**src/srh_pkg.sv**
```systemverilog
// Purpose: Constants shared by the static memory host controller.
// Assumes: 40 MHz system clock, fastest speed grade by default.
// Notes: Times are in ns; cycle counts are derived from them.
package srh_pkg;
	// ----------------------------------------
	// Geometry
	// ----------------------------------------
	localparam int ADDR_W = 20;
	localparam int DATA_W = 4;
	localparam int CLK_PERIOD_NS = 25;
	// ----------------------------------------
	// Device timing, fastest grade
	// ----------------------------------------
	localparam int T_WRITE_PULSE_NS = 12;
	localparam int T_DATA_SETUP_NS = 8;
	localparam int T_ADDR_ACCESS_NS = 17;
	localparam int T_RELEASE_NS = 7;
	// Least times round up, never below one cycle
	localparam int WP_CYC = (T_WRITE_PULSE_NS + CLK_PERIOD_NS - 1) / CLK_PERIOD_NS < 1 ? 1 :
		(T_WRITE_PULSE_NS + CLK_PERIOD_NS - 1) / CLK_PERIOD_NS;
	localparam int DS_CYC = (T_DATA_SETUP_NS + CLK_PERIOD_NS - 1) / CLK_PERIOD_NS < 1 ? 1 :
		(T_DATA_SETUP_NS + CLK_PERIOD_NS - 1) / CLK_PERIOD_NS;
	localparam int RD_CYC = (T_ADDR_ACCESS_NS + CLK_PERIOD_NS - 1) / CLK_PERIOD_NS < 1 ? 1 :
		(T_ADDR_ACCESS_NS + CLK_PERIOD_NS - 1) / CLK_PERIOD_NS;
	localparam int REL_CYC = (T_RELEASE_NS + CLK_PERIOD_NS - 1) / CLK_PERIOD_NS < 1 ? 1 :
		(T_RELEASE_NS + CLK_PERIOD_NS - 1) / CLK_PERIOD_NS;
	localparam int CNT_W = 4;
	// ----------------------------------------
	// Sequencer states
	// ----------------------------------------
	typedef enum logic [2:0] {
		SRH_IDLE = 3'h0,
		SRH_RSEL = 3'h1,
		SRH_RDONE = 3'h3,
		SRH_WSETUP = 3'h4,
		SRH_WPULSE = 3'h5,
		SRH_WEND = 3'h7,
		SRH_TURN = 3'h2
	} srh_state_e;
endpackage

```
**src/srh_sync3.sv**
```systemverilog
// Purpose: Three-stage input synchroniser for the data pins.
// Assumes: Inputs are asynchronous to clk.
// Notes: Output changes once stages two and three agree.
`timescale 1ns/10ps
`default_nettype none
module srh_sync3 #(
	parameter int W = 4
) (
	// Clock and reset
	input wire logic clk,
	input wire logic nrst,
	// Data
	input wire logic [W-1:0] din,
	output logic [W-1:0] dout
);
	logic [W-1:0] s1_q;
	logic [W-1:0] s2_q;
	logic [W-1:0] s3_q;

	always_ff @(posedge clk or negedge nrst)
	begin
		if (!nrst)
		begin
			s1_q <= '0;
			s2_q <= '0;
			s3_q <= '0;
		end
		else
		begin
			s1_q <= din;
			s2_q <= s1_q;
			s3_q <= s2_q;
		end
	end

	genvar i;
	generate
		for (i = 0; i < W; i++)
		begin : g_bit
			always_ff @(posedge clk or negedge nrst)
			begin
				if (!nrst)
					dout[i] <= 1'b0;
				else if (s2_q[i] == s3_q[i])
					dout[i] <= s3_q[i];
			end
		end
	endgenerate
endmodule
`default_nettype wire

```
**src/srh_ctrl.sv**
```systemverilog
// Purpose: Host controller that sequences reads and writes to a 1M x 4 static memory.
// Assumes: Memory strobes are active low, pins driven from flip-flops at 40 MHz.
// Notes: One access at a time; req_ready is high only in the idle state.
// Functional notes
// - Write strobe stays high for the whole read cycle.
// - Host releases data lines while memory read outputs are enabled.
// - Address is stable before the write starts and valid 12 ns before its end.
// - Write strobe and select stay low at least the write pulse time.
// - Write data valid 8 ns before write end, held zero after.
// - Address does not change until the write has ended.
`timescale 1ns/10ps
`default_nettype none
module srh_ctrl #(
	parameter int ADDR_W = srh_pkg::ADDR_W,
	parameter int DATA_W = srh_pkg::DATA_W
) (
	// Clock and reset
	input wire logic clk,
	input wire logic nrst,
	// User request
	input wire logic req_valid,
	input wire logic req_write,
	input wire logic [ADDR_W-1:0] req_addr,
	input wire logic [DATA_W-1:0] req_wdata,
	output logic req_ready,
	// User read answer
	output logic rsp_valid,
	output logic [DATA_W-1:0] rsp_rdata,
	// Memory pins
	output logic [ADDR_W-1:0] word_address,
	output logic sel_n,
	output logic wstrobe_n,
	output logic ogate_n,
	input wire logic [DATA_W-1:0] data_in,
	output logic [DATA_W-1:0] data_out,
	output logic data_oe_n
);
	// ----------------------------------------
	// State
	// ----------------------------------------
	srh_pkg::srh_state_e state_q;
	logic [srh_pkg::CNT_W-1:0] cnt_q;
	logic [DATA_W-1:0] data_sync;

	localparam logic [srh_pkg::CNT_W-1:0] WP_N = srh_pkg::CNT_W'(srh_pkg::WP_CYC);
	localparam logic [srh_pkg::CNT_W-1:0] DS_N = srh_pkg::CNT_W'(srh_pkg::DS_CYC);
	// Pins reach data_sync through four flops; the first samples at the end of the access cycle, so the wait adds three
	localparam logic [srh_pkg::CNT_W-1:0] RD_N = srh_pkg::CNT_W'(srh_pkg::RD_CYC + 3);
	localparam logic [srh_pkg::CNT_W-1:0] REL_N = srh_pkg::CNT_W'(srh_pkg::REL_CYC);

	assign req_ready = (state_q == srh_pkg::SRH_IDLE);

	// ----------------------------------------
	// Access phases
	// ----------------------------------------
	logic rd_take;
	logic wr_take;
	logic wr_low;

	// A request is taken only in idle, so these decode the take edge
	assign rd_take = (state_q == srh_pkg::SRH_IDLE) && req_valid && !req_write;
	assign wr_take = (state_q == srh_pkg::SRH_IDLE) && req_valid && req_write;
	// Strobe low span; select shares it so neither edge of the write depends on
	// which of the two pins moves first at the memory
	assign wr_low = (state_q == srh_pkg::SRH_WSETUP) ||
		((state_q == srh_pkg::SRH_WPULSE) && (cnt_q > srh_pkg::CNT_W'(1)));

	srh_sync3 #(
		.W(DATA_W)
	) u_sync (
		.clk(clk),
		.nrst(nrst),
		.din(data_in),
		.dout(data_sync)
	);

	// ----------------------------------------
	// Sequencer
	// ----------------------------------------
	// No refresh state exists: the memory is static
	always_ff @(posedge clk or negedge nrst)
	begin
		if (!nrst)
		begin
			state_q <= srh_pkg::SRH_IDLE;
			cnt_q <= '0;
		end
		else
		begin
			case (state_q)
				srh_pkg::SRH_IDLE:
				begin
					if (req_valid)
					begin
						state_q <= req_write ? srh_pkg::SRH_WSETUP : srh_pkg::SRH_RSEL;
						cnt_q <= req_write ? srh_pkg::CNT_W'(1) : RD_N;
					end
				end
				srh_pkg::SRH_RSEL:
				begin
					// Wait covers address access and gate access plus sampling
					if (cnt_q <= srh_pkg::CNT_W'(1))
						state_q <= srh_pkg::SRH_RDONE;
					else
						cnt_q <= cnt_q - srh_pkg::CNT_W'(1);
				end
				srh_pkg::SRH_RDONE:
				begin
					state_q <= srh_pkg::SRH_TURN;
					cnt_q <= REL_N;
				end
				srh_pkg::SRH_WSETUP:
				begin
					// Address and data settle one full cycle before strobe falls
					state_q <= srh_pkg::SRH_WPULSE;
					cnt_q <= (WP_N > DS_N) ? WP_N : DS_N;
				end
				srh_pkg::SRH_WPULSE:
				begin
					if (cnt_q <= srh_pkg::CNT_W'(1))
						state_q <= srh_pkg::SRH_WEND;
					else
						cnt_q <= cnt_q - srh_pkg::CNT_W'(1);
				end
				srh_pkg::SRH_WEND:
				begin
					state_q <= srh_pkg::SRH_TURN;
					cnt_q <= REL_N;
				end
				srh_pkg::SRH_TURN:
				begin
					// Bus gap so the memory has fully released before the next access
					if (cnt_q <= srh_pkg::CNT_W'(1))
						state_q <= srh_pkg::SRH_IDLE;
					else
						cnt_q <= cnt_q - srh_pkg::CNT_W'(1);
				end
				default:
				begin
					state_q <= srh_pkg::SRH_IDLE;
					cnt_q <= '0;
				end
			endcase
		end
	end

	// ----------------------------------------
	// Address and write data
	// ----------------------------------------
	always_ff @(posedge clk or negedge nrst)
	begin
		if (!nrst)
		begin
			word_address <= '0;
			data_out <= '0;
		end
		else if (state_q == srh_pkg::SRH_IDLE && req_valid)
		begin
			// Latched once per access, so it stays put until the write ends
			word_address <= req_addr;
			data_out <= req_wdata;
		end
	end

	// ----------------------------------------
	// Strobes
	// ----------------------------------------
	always_ff @(posedge clk or negedge nrst)
	begin
		if (!nrst)
		begin
			sel_n <= 1'b1;
			wstrobe_n <= 1'b1;
			ogate_n <= 1'b1;
			data_oe_n <= 1'b1;
		end
		else
		begin
			// In writes select and strobe fall together and rise together: write is the overlap
			sel_n <= !(wr_low || rd_take || state_q == srh_pkg::SRH_RSEL);
			wstrobe_n <= !wr_low;
			// Gate stays high through writes, so memory never drives then
			ogate_n <= !(rd_take || state_q == srh_pkg::SRH_RSEL);
			// Host drives data only during writes, never while gate is low
			// It stays on one cycle past the strobe rise, which gives the data hold
			data_oe_n <= !(wr_take || state_q == srh_pkg::SRH_WSETUP ||
				state_q == srh_pkg::SRH_WPULSE);
		end
	end

	// ----------------------------------------
	// Read answer
	// ----------------------------------------
	always_ff @(posedge clk or negedge nrst)
	begin
		if (!nrst)
		begin
			rsp_valid <= 1'b0;
			rsp_rdata <= '0;
		end
		else
		begin
			// The sync delay is inside the access wait, so data_sync has settled here
			rsp_valid <= (state_q == srh_pkg::SRH_RDONE);
			if (state_q == srh_pkg::SRH_RDONE)
				rsp_rdata <= data_sync;
		end
	end
endmodule
`default_nettype wire

```
**config.mk**
```make
export PLATFORM = sky130hd
export DESIGN_NAME = srh_ctrl
export DESIGN_NICKNAME = d
export VERILOG_FILES = /design/src/srh_pkg.sv /design/src/srh_sync3.sv /design/src/srh_ctrl.sv
export SDC_FILE = /design/constraint.sdc
export NUM_CORES = 1
export LEC_CHECK = 0
export BUFFER_PORTS_ARGS = -buffer_cell sky130_fd_sc_hd__buf_2
export CAP_MARGIN = 10
export CORE_MARGIN = 3
export CORE_UTILIZATION = 40
export CTS_CLUSTER_SIZE = 30
export DETAILED_ROUTE_END_ITERATION = 6
export PLACE_DENSITY = 0.67
export SYNTH_ARGS = -nofsm -noshare
export SYNTH_HDL_FRONTEND = slang
export SYNTH_HIERARCHICAL = 1
export SYNTH_SLANG_ARGS = --single-unit
```
**constraint.sdc**
```tcl
create_clock -name clk -period 2.28 [get_ports clk]
set_clock_uncertainty 0.2 [all_clocks]
set_input_delay 0.456 -clock clk [delete_from_list [all_inputs] [get_ports clk]]
set_output_delay 0.456 -clock clk [all_outputs]
set_load 0.005 [all_outputs]
```
; After elaboration in Yosys (flattened, before gate mapping)
; Index checks and enable logic that the tools add are counted.
[word_totals]
regBits = 56
in_bits = 32
wordCells = 66
[op_classes]
n_addsub = 1
n_lt_le_gt_ge = 2
eq_ne = 15
muxes = 10
reduce_logical = 21
[ops]
columns = operator, count
row1 = $mux W3, 6
row2 = $pmux W3 S6, 1
row3 = $pmux W4 S3, 1
row4 = $ne A2 B2 Y1 const B, 5
row5 = $eq A3 B3 Y1 const B, 3
row6 = $mux W4, 2
row7 = $eq A3 B2 Y1 const B, 2
row8 = $logic_or A1 B1 Y1, 6
row9 = $reduce_or A3 Y1, 2
row10 = $logic_not A1 Y1, 5
row11 = $eq A1 B1 Y1, 4
row12 = $gt A4 B1 Y1 const B, 1
row13 = $le A4 B1 Y1 const B, 1
row14 = $logic_and A1 B1 Y1, 4
row15 = $reduce_and A4 Y1, 1
row16 = $sub A4 B1 Y4 const B, 1
row17 = $eq A3 B1 Y1 const B, 1
row18 = $logic_not A3 Y1, 1
row19 = $reduce_and A2 Y1, 1
row20 = $reduce_or A2 Y1, 1

; Longest topological paths before layout
; Gate-level depths: netlist of run 1.
[depth]
word_depth = 6
ltp_mapped = 6
mapped_depth_nobuf = 6

; Cells and area by module
; Netlist of run 1, hierarchy kept.
[modules_own_cells]
columns = module, n_inst, cells_per_inst, area_each_um2
row1 = srh_ctrl, 1, 122, 1706.6
row2 = srh_sync3, 1, 20, 445.4

; Worst setup path before layout of run 1
; No wires, ideal clock.
[synth_timing]
kind = reg2reg
start = register cnt_q[0] (netlist bit)
end = register cnt_q[2] (netlist bit)
arrival_ps = 1475
t_required_ps = 1952
slack_ps = 477
stages_incl_launch_ff = 7
n_path_buf = 0
path_cell_list = dfrtp_1 -> inv_1 -> ha_1 -> nor2_1 -> nor3_1 -> a21oi_2 -> mux2_1
[synth_between]
elab_chain_cells = 3
word_cells_on_any_way = 6
cone_classes = add/sub (1) / order compare (1) / eq/ne (1) / mux (2) / reduce/logical (1)
[synth_lines]
columns = element, line_no
row1 = from (decl), srh_ctrl.sv:42  ; logic [srh_pkg::CNT_W-1:0] cnt_q;
row2 = from (signal assigned), srh_ctrl.sv:96  ; cnt_q <= req_write ? srh_pkg::CNT_W'(1) : RD_N;
row3 = from (signal assigned), srh_ctrl.sv:105  ; cnt_q <= cnt_q - srh_pkg::CNT_W'(1);
row4 = from (signal assigned), srh_ctrl.sv:116  ; cnt_q <= (WP_N > DS_N) ? WP_N : DS_N;
row5 = $sub A4 B1 Y4 / $le A4 B1 Y1 (equally long branches), --
row6 = $mux W4 / $ne A2 B2 Y1 (equally long branches), --
row7 = $pmux W4 S3 / $reduce_and A2 Y1 (equally long branches), --
; Parallel ways exist; a longest one is shown, timed or not. The select of a mux whose other input is x is not followed.
; A chain may end at the register's enable or synchronous reset.

; Worst setup path after layout of run 1
[layout_timing]
start = register state_q[1]
end = register cnt_q[2] (netlist bit)
[layout_between]
elab_chain_cells = 4
word_cells_on_any_way = 13
cone_classes = eq/ne (8) / mux (1) / reduce/logical (4)
[layout_lines]
columns = element, line_no
row1 = from (decl), srh_ctrl.sv:41  ; srh_pkg::srh_state_e state_q;
row2 = from (signal assigned), srh_ctrl.sv:85  ; state_q <= srh_pkg::SRH_IDLE;
row3 = from (signal assigned), srh_ctrl.sv:95  ; state_q <= req_write ? srh_pkg::SRH_WSETUP : srh_pkg::SRH_RSEL;
row4 = from (signal assigned), srh_ctrl.sv:103  ; state_q <= srh_pkg::SRH_RDONE;
row5 = "$eq A3 B1 Y1, or another cell as far along", srh_ctrl.sv:90  ; case (state_q)
row6 = $reduce_or A3 Y1 (no line), --
row7 = $ne A2 B2 Y1 (no line), --
row8 = $reduce_and A2 Y1 (no line), --
; Parallel ways exist; a longest one is shown, timed or not.

==> results of run 1 <==
## how the worst min path moves through the flow
stage,depth (start not counted),slack (ps),startpoint,end
global route,1,30,data_in[2],u_sync/s1_q[2]$_DFF_PN0_
CTS,1,40,data_in[3],u_sync/s1_q[3]$_DFF_PN0_
finish,1,50,data_in[3],u_sync/s1_q[3]$_DFF_PN0_
detailed placement,0,140,u_sync/s1_q[0]$_DFF_PN0_,u_sync/s2_q[0]$_DFF_PN0_
floorplan,0,-40,nrst,cnt_q[0]$_DFFE_PN0P_
global placement,0,130,u_sync/s1_q[0]$_DFF_PN0_,u_sync/s2_q[0]$_DFF_PN0_
## cells in the final DEF, fill, tap and decap left out, types with 2 or more instances in the layout
| cell | instances |
|---|---|
| buf_2 | 65 |
| buf_12 | 2 |
| clkbuf_8 | 6 |
| o21ai_0 | 3 |
| o21a_1 | 2 |
| inv_1 | 6 |
| and2b_2 | 2 |
| dfrtp_1 | 52 |
| mux2i_1 | 2 |
| a21oi_1 | 2 |
| nand2_1 | 2 |
| mux2_4 | 4 |
| dfstp_2 | 4 |
| maj3_2 | 4 |
| mux2_2 | 24 |
| ha_1 | 2 |
| nor3_1 | 4 |
| nor2_1 | 4 |
## power groups by stage
stage	logic, W	clock network [W]	registers [W]
2_1_floorplan	0.000897	0	0.00160
3_3_place_gp	0.00132	0	0.00162
3_5_place_dp	0.00133	0	0.00164
4_1_cts	0.00134	0.000581	0.00162
5_1_grt	0.00145	0.000622	0.00167
6_report	0.00132	0.000554	0.00161
## logic make-up after synthesis
group	Yosys count	synth area share, %
adder cells (fa/ha/maj)	6	3.26
AND/OR/NAND/NOR	20	5.52
AO/OA/AOI/OAI	13	4.13
buffers and inverters	14	4.13
multiplexers	31	16.8
flip-flops	56	65.3
XOR/XNOR	2	0.814
## per-layer routing
metal  vias up  GRT usage, %
met5         -             0
met4         0          4.64
met3         6          3.74
met2        30          18.2
met1       627          14.7
li1        624             -
## sequential cells by signal (all words and copies together) (netlist names)
signal and count:
u_sync/s2_q 4, u_sync/s3_q 4, u_sync/dout 4, rsp_valid 1, ogate_n 1, data_oe_n 1, rsp_rdata 4, sel_n 1
data_out 4, wstrobe_n 1, u_sync/s1_q 4, word_address 20, state_q 3, cnt_q 4
## area by class of cell
type	instances	area (um^2)	share of cell area [%]
Sequential cell	56	1410	52.9
Timing Repair Buffer	69	383	14.4
Multi-Input combinational cell	72	657	24.7
Clock buffer	6	82.6	3.11
Clock inverter	2	13.8	0.518
Tap cell	70	87.6	3.30
Inverter	7	26.3	0.989
## per-stage QoR
stage / utilization (%) / instances
finish: 51.7 / 282
floorplan: - / 142
global route: 51.7 / 282
global placement: 49.6 / 273
detailed placement: 49.6 / 273
CTS: 51.7 / 282
## worst register-to-register path, cell delays in order, from the launching register on
cell,delay (ps)
dfrtp_1,580
and2b_2,270
or2_4,240
a21oi_2,210
mux2_1,350
==> results.yml, run 1 <==
logic_synthesis:
  synth_seq_cells: 56
  async_flop_share_pct: 100
  syn-num-nets: 176
  synth.cell_area_um2: 2150
  yosys-top-cells-area: "dfrtp_1, mux2_2, dfstp_2, mux2_4, maj3_2"
  ys_types: 37
  ys.flop_type: "dfrtp_1"
  synth.most_common_cell: "dfrtp_1"
  syn_inst: 142
  yosys.area.top_type_share_pct: 60.5
  yosys_warnings: 6
  synth_commonest_cells: "dfrtp_1, mux2_2, inv_1"
  synth.yosys.seq_area_share_pct: 65.3
  synth_top_area_cell: "dfrtp_1"
  syn_avg_cell_area_um2: 15.2
  synth-edff-count: 0
placed_design:
  io_buffers: 65
  pre_cts_ws_ps: 353
  routabilityCongestion: 0.760
  place_area_um2: 2550
  hpwl_mm: 2.60
worst_setup_path:
  crit_family: "flip-flops"
  cp_num_buf_inv: 0
  crit_path_start_kind: "flip-flop"
  reg2reg_from: "state_q[1]$_DFFE_PN0P_"
  worstPathArrival_ps: 1950
  critical_path_peak_fanout: 13
  r2r_cells: 4
  critPathRequiredTime_ps: 2270
  cp_slowest_stage_delay_ps: 580
  slowest_stage: "dfrtp_1"
  timing.rr.end: "cnt_q[2]$_DFFE_PN0P_"
  crit_path_end_kind: "flip-flop"
  path_depth: 4
  crit_type: "flip-flop to flip-flop"
  crit_path_start: "state_q[1]$_DFFE_PN0P_"
  crit_end: "cnt_q[2]$_DFFE_PN0P_"
  worstPathCellList: "and2b_2 -> or2_4 -> a21oi_2 -> mux2_1"
  reg2reg_slack_ps: 320
route:
  top_layer: "met4"
  drc: 0
  drtAntennaViolNets: 0
  drt_iter0_markers: 55
  dr_wl_met3_um: 163
  wl_met1_mm: 1.56
  drt-pass1-iter-count: 2
  drt-total-wl_mm: 3.51
  via_per_inst: 4.56
  wl_per_cell_um: 12.4
  via_count: 1287
  wl_met2_mm: 1.72
power_and_ir_drop:
  leakagePower_nw: 1.27
  p_int_w: 0.00241
  switching_share_pct: 30.8
  power_frac_clock_pct: 15.9
  power.switching_w: 0.00107
  p_comb_share_pct: 37.8
  power_w: 0.00348
  cellPowerDensity_nw_per_um2: 1310
  ir_worst_vdd_uv: 592
  p_seq_share_pct: 46.3
timing:
  rsz0062_at_grt: "false"
  relSlewSlack_pct: 64.6
  final.period_utilization_pct: 86.0
  finalHoldViolations: 0
  worst_slack_ps: 320
  worst_pin_slew_ps: 526
  fmax_mhz: 510
  whs_ps: 50.2
  tns_ps: 0
  slew_violations: 0
  min_period_ps: 1960
  setup-violations-final: 0
finish:
  nNetsFinal: 245
  drive_above_1_share_pct: 55.7
  fill_cells: 469
  areaGrowthSynthToFinish_pct: 23.4
  diodes: 0
  final_cell_area_um2: 2660
clocking:
  clockBufferDepth: 2
  cts_tree: "built"
  path_clk_slew_ps: 90
  cts.hold.buffers_added: 1
  cts.htree.levels: 2
  numCtsBuffers: 5
  clkLatencyLatePin_ps: 300
  cts_resized: 0
  cts_setup_buffers: 0
  cts.sinks: 56
  root_buffer: "clkbuf_8"
run:
  cap_violations: 0
die:
  num_rows: 26
  die_h_um: 79.4
  start_util_pct: 41.9
  core_um2: 5140
  die_w_um: 79.4
  io_pins: 66
  dieArea_um2: 6300
global_routing:
  grt_overflow: 0
  grt_usage_pct: 11.5
  grt_pass1_vias: 1183
  grt_pass1_wl_mm: 5.52
  antenna_found_initial: 0
  grt_max_degree: 35
status:
  outcome: "finished clean"
min_path:
  holdCritPathClass: "input pin to flip-flop"
Note: power is estimated with default switching activity, not from simulation.
==> run 2, diff against run 1 <==
--- a/config.mk
+++ b/config.mk
@@ -9,8 +9,10 @@
 export CAP_MARGIN = 10
 export CORE_MARGIN = 3
 export CORE_UTILIZATION = 40
+export CTS_BUF_LIST = sky130_fd_sc_hd__clkbuf_8
 export CTS_CLUSTER_SIZE = 30
 export DETAILED_ROUTE_END_ITERATION = 6
+export MAX_ROUTING_LAYER = met4
 export PLACE_DENSITY = 0.67
 export SYNTH_ARGS = -nofsm -noshare
 export SYNTH_HDL_FRONTEND = slang
==> run 2 against run 1 <==
Hold slack about the same; via count is essentially flat; critical endpoint unchanged; register-to-register slack hardly changed.
==> results.yml, run 2 (synthesis results as in run 1) <==
clocking:
  cts_tree: "built"
  cts.sinks: 56
  root_buffer: "clkbuf_8"
  clockBufferDepth: 2
  numCtsBuffers: 5
  cts_resized: 0
  path_clk_slew_ps: 90
  cts.htree.levels: 2
  clkLatencyLatePin_ps: 300
power_and_ir_drop:
  p_seq_share_pct: 46.3
  power_w: 0.00348
  power_frac_clock_pct: 15.9
  cellPowerDensity_nw_per_um2: 1310
  ir_worst_vdd_uv: 592
  switching_share_pct: 30.8
  leakagePower_nw: 1.27
  p_int_w: 0.00241
  p_comb_share_pct: 37.8
  power.switching_w: 0.00107
placed_design:
  hpwl_mm: 2.60
  routabilityCongestion: 0.770
  place_area_um2: 2550
  io_buffers: 65
  place_inst: 273
global_routing:
  grt_pass1_vias: 1183
  antenna_found_initial: 0
  grt_max_degree: 35
  grt_pass1_wl_mm: 5.52
  grt_overflow: 0
  grt_usage_pct: 11.8
finish:
  nNetsFinal: 245
  areaGrowthSynthToFinish_pct: 23.4
  max_flop_register: "word_address"
  stdcell_count: 282
  fill_cells: 469
  utilization_pct: 51.7
  final_common_cell: "buf_2"
  multiInputGateArea_um2: 657
  drive_above_1_share_pct: 55.7
  final_cell_mix: "buf_2, dfrtp_1, mux2_2, inv_1, clkbuf_8"
  final_cell_area_um2: 2660
  seq_area_um2: 1410
  largest_reg_flops: 20
  diodes: 0
timing:
  setup-violations-final: 0
  min_period_ps: 1960
  worst_pin_slew_ps: 526
  rsz0062_at_grt: "false"
  finalHoldViolations: 0
  relSlewSlack_pct: 64.6
  fmax_mhz: 510
  tns_ps: 0
  final.period_utilization_pct: 86.0
  slew_violations: 0
route:
  drt-pass1-iter-count: 2
  wl_per_cell_um: 12.4
  drtAntennaViolNets: 0
  drt-total-wl_mm: 3.51
  drc: 0
  via_per_inst: 4.57
  via_count: 1288
  drt_iter0_markers: 55
die:
  io_pins: 66
  start_util_pct: 41.9
  core_um2: 5140
  die_w_um: 79.4
  dieArea_um2: 6300
  die_h_um: 79.4
  num_rows: 26
worst_setup_path:
  reg2reg_from: "state_q[1]$_DFFE_PN0P_"
  crit_path_start_kind: "flip-flop"
  crit_path_end_kind: "flip-flop"
  critPathRequiredTime_ps: 2270
  crit_type: "flip-flop to flip-flop"
  crit_path_start: "state_q[1]$_DFFE_PN0P_"
  worstPathArrival_ps: 1950
  reg2reg_slack_ps: 320
  critical_path_peak_fanout: 13
min_path:
  worstHoldStart: "data_in[3]"
  holdCritPathClass: "input pin to flip-flop"
status:
  outcome: "finished clean"
run:
  cap_violations: 0
run 2: cell counts in the layout (fill, tap and decap cells not counted):
Identical to the previous run, type by type.
run 2: final cells by class:
| type | instances | share of cell area (%) |
|---|---|---|
| inverters | 7 | 0.989 |
| clock inverters | 2 | 0.518 |
| repair buffers | 69 | 14.4 |
| clock buffers | 6 | 3.11 |
| multi-input cells | 72 | 24.7 |
| well taps | 70 | 3.30 |
| flip-flops and latches | 56 | 52.9 |
run 2: what timing repair did:
| action | in CTS | in global routing |
|---|---|---|
| hold buffers | 1 | 0 |
| setup buffers | 0 | 0 |
| endpoints found under the hold margin | 22 | 0 |
run 2: metal layers:
| metal | routed length, um | share of wire [%] | vias to the layer above | track usage [%] |
|---|---|---|---|---|
| met5 | 0 | 0 | - | - |
| li1 | - | - | 624 | - |
| met1 | 1560 | 44 | 627 | 14.7 |
| met4 | 59 | 1.7 | 0 | 4.64 |
| met2 | 1720 | 49 | 30 | 18.2 |
| met3 | 165 | 4.7 | 7 | 3.74 |
run 2: path summary, 6_finish.rpt:
check | end | cells after the start
worst min-delay path | u_sync/s1_q[3]$_DFF_PN0_ | 1
min in group asynchronous | data_out[2]$_DFFE_PN0N_ | 2
worst max-delay path | cnt_q[2]$_DFFE_PN0P_ | 4
worst min register to register | u_sync/s2_q[0]$_DFF_PN0_ | 0
max in group asynchronous | data_oe_n$_DFF_PN1_ | 3
worst max register to register | cnt_q[2]$_DFFE_PN0P_ | 4
run 2: power by group through the flow:
stage	logic, W	clock network, W	registers (W)
floorplan	0.000897	0	0.00160
global placement	0.00132	0	0.00162
detailed placement	0.00133	0	0.00164
CTS	0.00134	0.000581	0.00162
global route	0.00145	0.000622	0.00167
finish	0.00132	0.000554	0.00161
run 2: per-stage QoR:
step | setup WS, ps | hold WS, ps
after floorplan | 477 | -39.6
after global placement | 405 | 134
after detailed placement | 353 | 136
after CTS | 333 | 38.8
after global routing | 231 | 32.7
final | 320 | 50.0
run 2: critical path: stages (launching register included):
cell and delay, ps:
dfrtp_1 580, and2b_2 270, or2_4 240, a21oi_2 210, mux2_1 350
==> run 3, diff against run 2 <==
--- a/config.mk
+++ b/config.mk
@@ -7,13 +7,13 @@
 export LEC_CHECK = 0
 export BUFFER_PORTS_ARGS = -buffer_cell sky130_fd_sc_hd__buf_2
 export CAP_MARGIN = 10
-export CORE_MARGIN = 3
-export CORE_UTILIZATION = 40
+export CORE_MARGIN = 2
+export CORE_UTILIZATION = 46
 export CTS_BUF_LIST = sky130_fd_sc_hd__clkbuf_8
 export CTS_CLUSTER_SIZE = 30
 export DETAILED_ROUTE_END_ITERATION = 6
 export MAX_ROUTING_LAYER = met4
-export PLACE_DENSITY = 0.67
+export PLACE_DENSITY = 0.75
 export SYNTH_ARGS = -nofsm -noshare
 export SYNTH_HDL_FRONTEND = slang
 export SYNTH_HIERARCHICAL = 1
==> constraint.sdc (replaced) <==
create_clock -name clk -period 2.5 [get_ports clk]
set_clock_uncertainty 0.2 [all_clocks]
set_input_delay 0.5 -clock clk [delete_from_list [all_inputs] [get_ports clk]]
set_output_delay 0.5 -clock clk [all_outputs]
set_load 0.005 [all_outputs]
==> run 3 against run 2 <==
Final cell count down 6.4%; flip-flop and latch count did not move; hold slack gained 53 ps; register-to-register slack better by 240 ps; combinational power fell by 11%; critical path depth unchanged; highest routed layer unchanged.
==> results.yml, run 3 (synthesis results as in run 1) <==
power_and_ir_drop:
  ir_worst_vdd_uv: 599
  leakagePower_nw: 1.26
  cellPowerDensity_nw_per_um2: 1200
status:
  outcome: "finished clean"
die:
  core_um2: 4440
  die_h_um: 72.4
  die_w_um: 72.4
  start_util_pct: 48.4
  io_pins: 66
  num_rows: 24
  dieArea_um2: 5240
clocking:
  root_buffer: "clkbuf_8"
  cts_resized: 0
  cts.hold.buffers_added: 1
  path_clk_slew_ps: 90
  numCtsBuffers: 5
  cts_setup_buffers: 0
  cts.htree.levels: 2
  cts.sinks: 56
  cts_tree: "built"
  clkLatencyLatePin_ps: 300
  clockBufferDepth: 2
global_routing:
  grt_usage_pct: 14.6
  grt_pass1_wl_mm: 5.64
  grt_max_degree: 57
  grt_overflow: 0
  grt_pass1_vias: 1230
  antenna_found_initial: 0
timing:
  slew_violations: 0
  finalHoldViolations: 0
  min_period_ps: 1940
  tns_ps: 0
  relSlewSlack_pct: 69.9
  final.period_utilization_pct: 77.7
  rsz0062_at_grt: "false"
  whs_ps: 103
  worst_pin_slew_ps: 447
  fmax_mhz: 515
  setup-violations-final: 0
finish:
  areaGrowthSynthToFinish_pct: 21.7
  max_flop_register: "word_address"
  drive_above_1_share_pct: 55.2
  largest_reg_flops: 20
  final_cell_mix: "buf_2, dfrtp_1, mux2_2, inv_1, clkbuf_8"
  final_common_cell: "buf_2"
  nNetsFinal: 245
  diodes: 0
worst_setup_path:
  crit_family: "flip-flops"
  slowest_stage: "dfrtp_1"
  cp_num_buf_inv: 0
  critical_path_peak_fanout: 13
  critPathRequiredTime_ps: 2490
  cp_slowest_stage_delay_ps: 570
  crit_path_end_kind: "flip-flop"
  crit_type: "flip-flop to flip-flop"
  worstPathCellList: "and2b_2 -> or2_4 -> a21oi_2 -> mux2_1"
  worstPathArrival_ps: 1930
  crit_path_start_kind: "flip-flop"
  reg2reg_slack_ps: 560
route:
  drt_iter0_markers: 54
  wl_per_cell_um: 13.1
  drt-pass1-iter-count: 4
  drt-total-wl_mm: 3.45
  drc: 0
  via_count: 1298
  drtAntennaViolNets: 0
  via_per_inst: 4.92
run:
  cap_violations: 0
placed_design:
  hpwl_mm: 2.54
  routabilityCongestion: 0.773
  io_buffers: 65
min_path:
  holdCritPathClass: "input pin to flip-flop"
[run 3: cell types whose count changed in the layout (fill, tap and decap cells not counted), sizes merged]
cell and change:
clkinv -1, clkinvlp +1
[run 3: through the flow]
stage | setup slack [ps] | power, W | utilization, % | std cells | area [um^2]
3_5_place_dp | 540 | 0.00269 | 56.6 | 255 | 2510
2_1_floorplan | 697 | 0.00228 | - | 142 | 2150
3_3_place_gp | 577 | 0.00265 | 56.6 | 255 | 2510
5_1_grt | 442 | 0.00338 | 58.9 | 264 | 2620
4_1_cts | 531 | 0.00319 | 58.9 | 264 | 2620
6_report | 557 | 0.00314 | 58.9 | 264 | 2620
[run 3: layout make-up]
type / instances / area (um^2)
Sequential cell: 56 / 1410
Multi-Input combinational cell: 72 / 657
Timing Repair Buffer: 69 / 370
Clock inverter: 2 / 11.3
Inverter: 7 / 26.3
Fill cell: 384 / 1830
Tap cell: 52 / 65.1
Clock buffer: 6 / 82.6
[run 3: path summary, 6_finish.rpt]
path,depth (start not counted),start,endpoint
setup / recovery,4,state_q[1]$_DFFE_PN0P_,cnt_q[2]$_DFFE_PN0P_
max in group asynchronous,3,nrst,wstrobe_n$_DFF_PN1_
hold / removal,1,data_in[0],u_sync/s1_q[0]$_DFF_PN0_
min in group asynchronous,3,nrst,u_sync/s2_q[1]$_DFF_PN0_
hold reg to reg,0,u_sync/s1_q[1]$_DFF_PN0_,u_sync/s2_q[1]$_DFF_PN0_
setup reg to reg,4,state_q[1]$_DFFE_PN0P_,cnt_q[2]$_DFFE_PN0P_
[run 3: worst reg2reg max path, stage by stage (launching register included)]
cell	delay, ps
dfrtp_1	570
and2b_2	270
or2_4	240
a21oi_2	210
mux2_1	340
[run 3: routing by layer]
| metal | up-vias | GRT usage, % | routed length, um |
|---|---|---|---|
| met5 | - | - | 0 |
| li1 | 624 | - | - |
| met1 | 638 | 17.4 | 1470 |
| met4 | 0 | 5.56 | 39 |
| met2 | 31 | 23.6 | 1790 |
| met3 | 5 | 4.17 | 157 |
[run 3: report_power, final]
part | switching (W) | total [W] | internal, W
Combinational | 0.000478 | 0.00117 | 0.000696
Sequential | 0.000209 | 0.00147 | 0.00126
Clock | 0.000270 | 0.000491 | 0.000221
Total | 0.000957 | 0.00314 | 0.00218
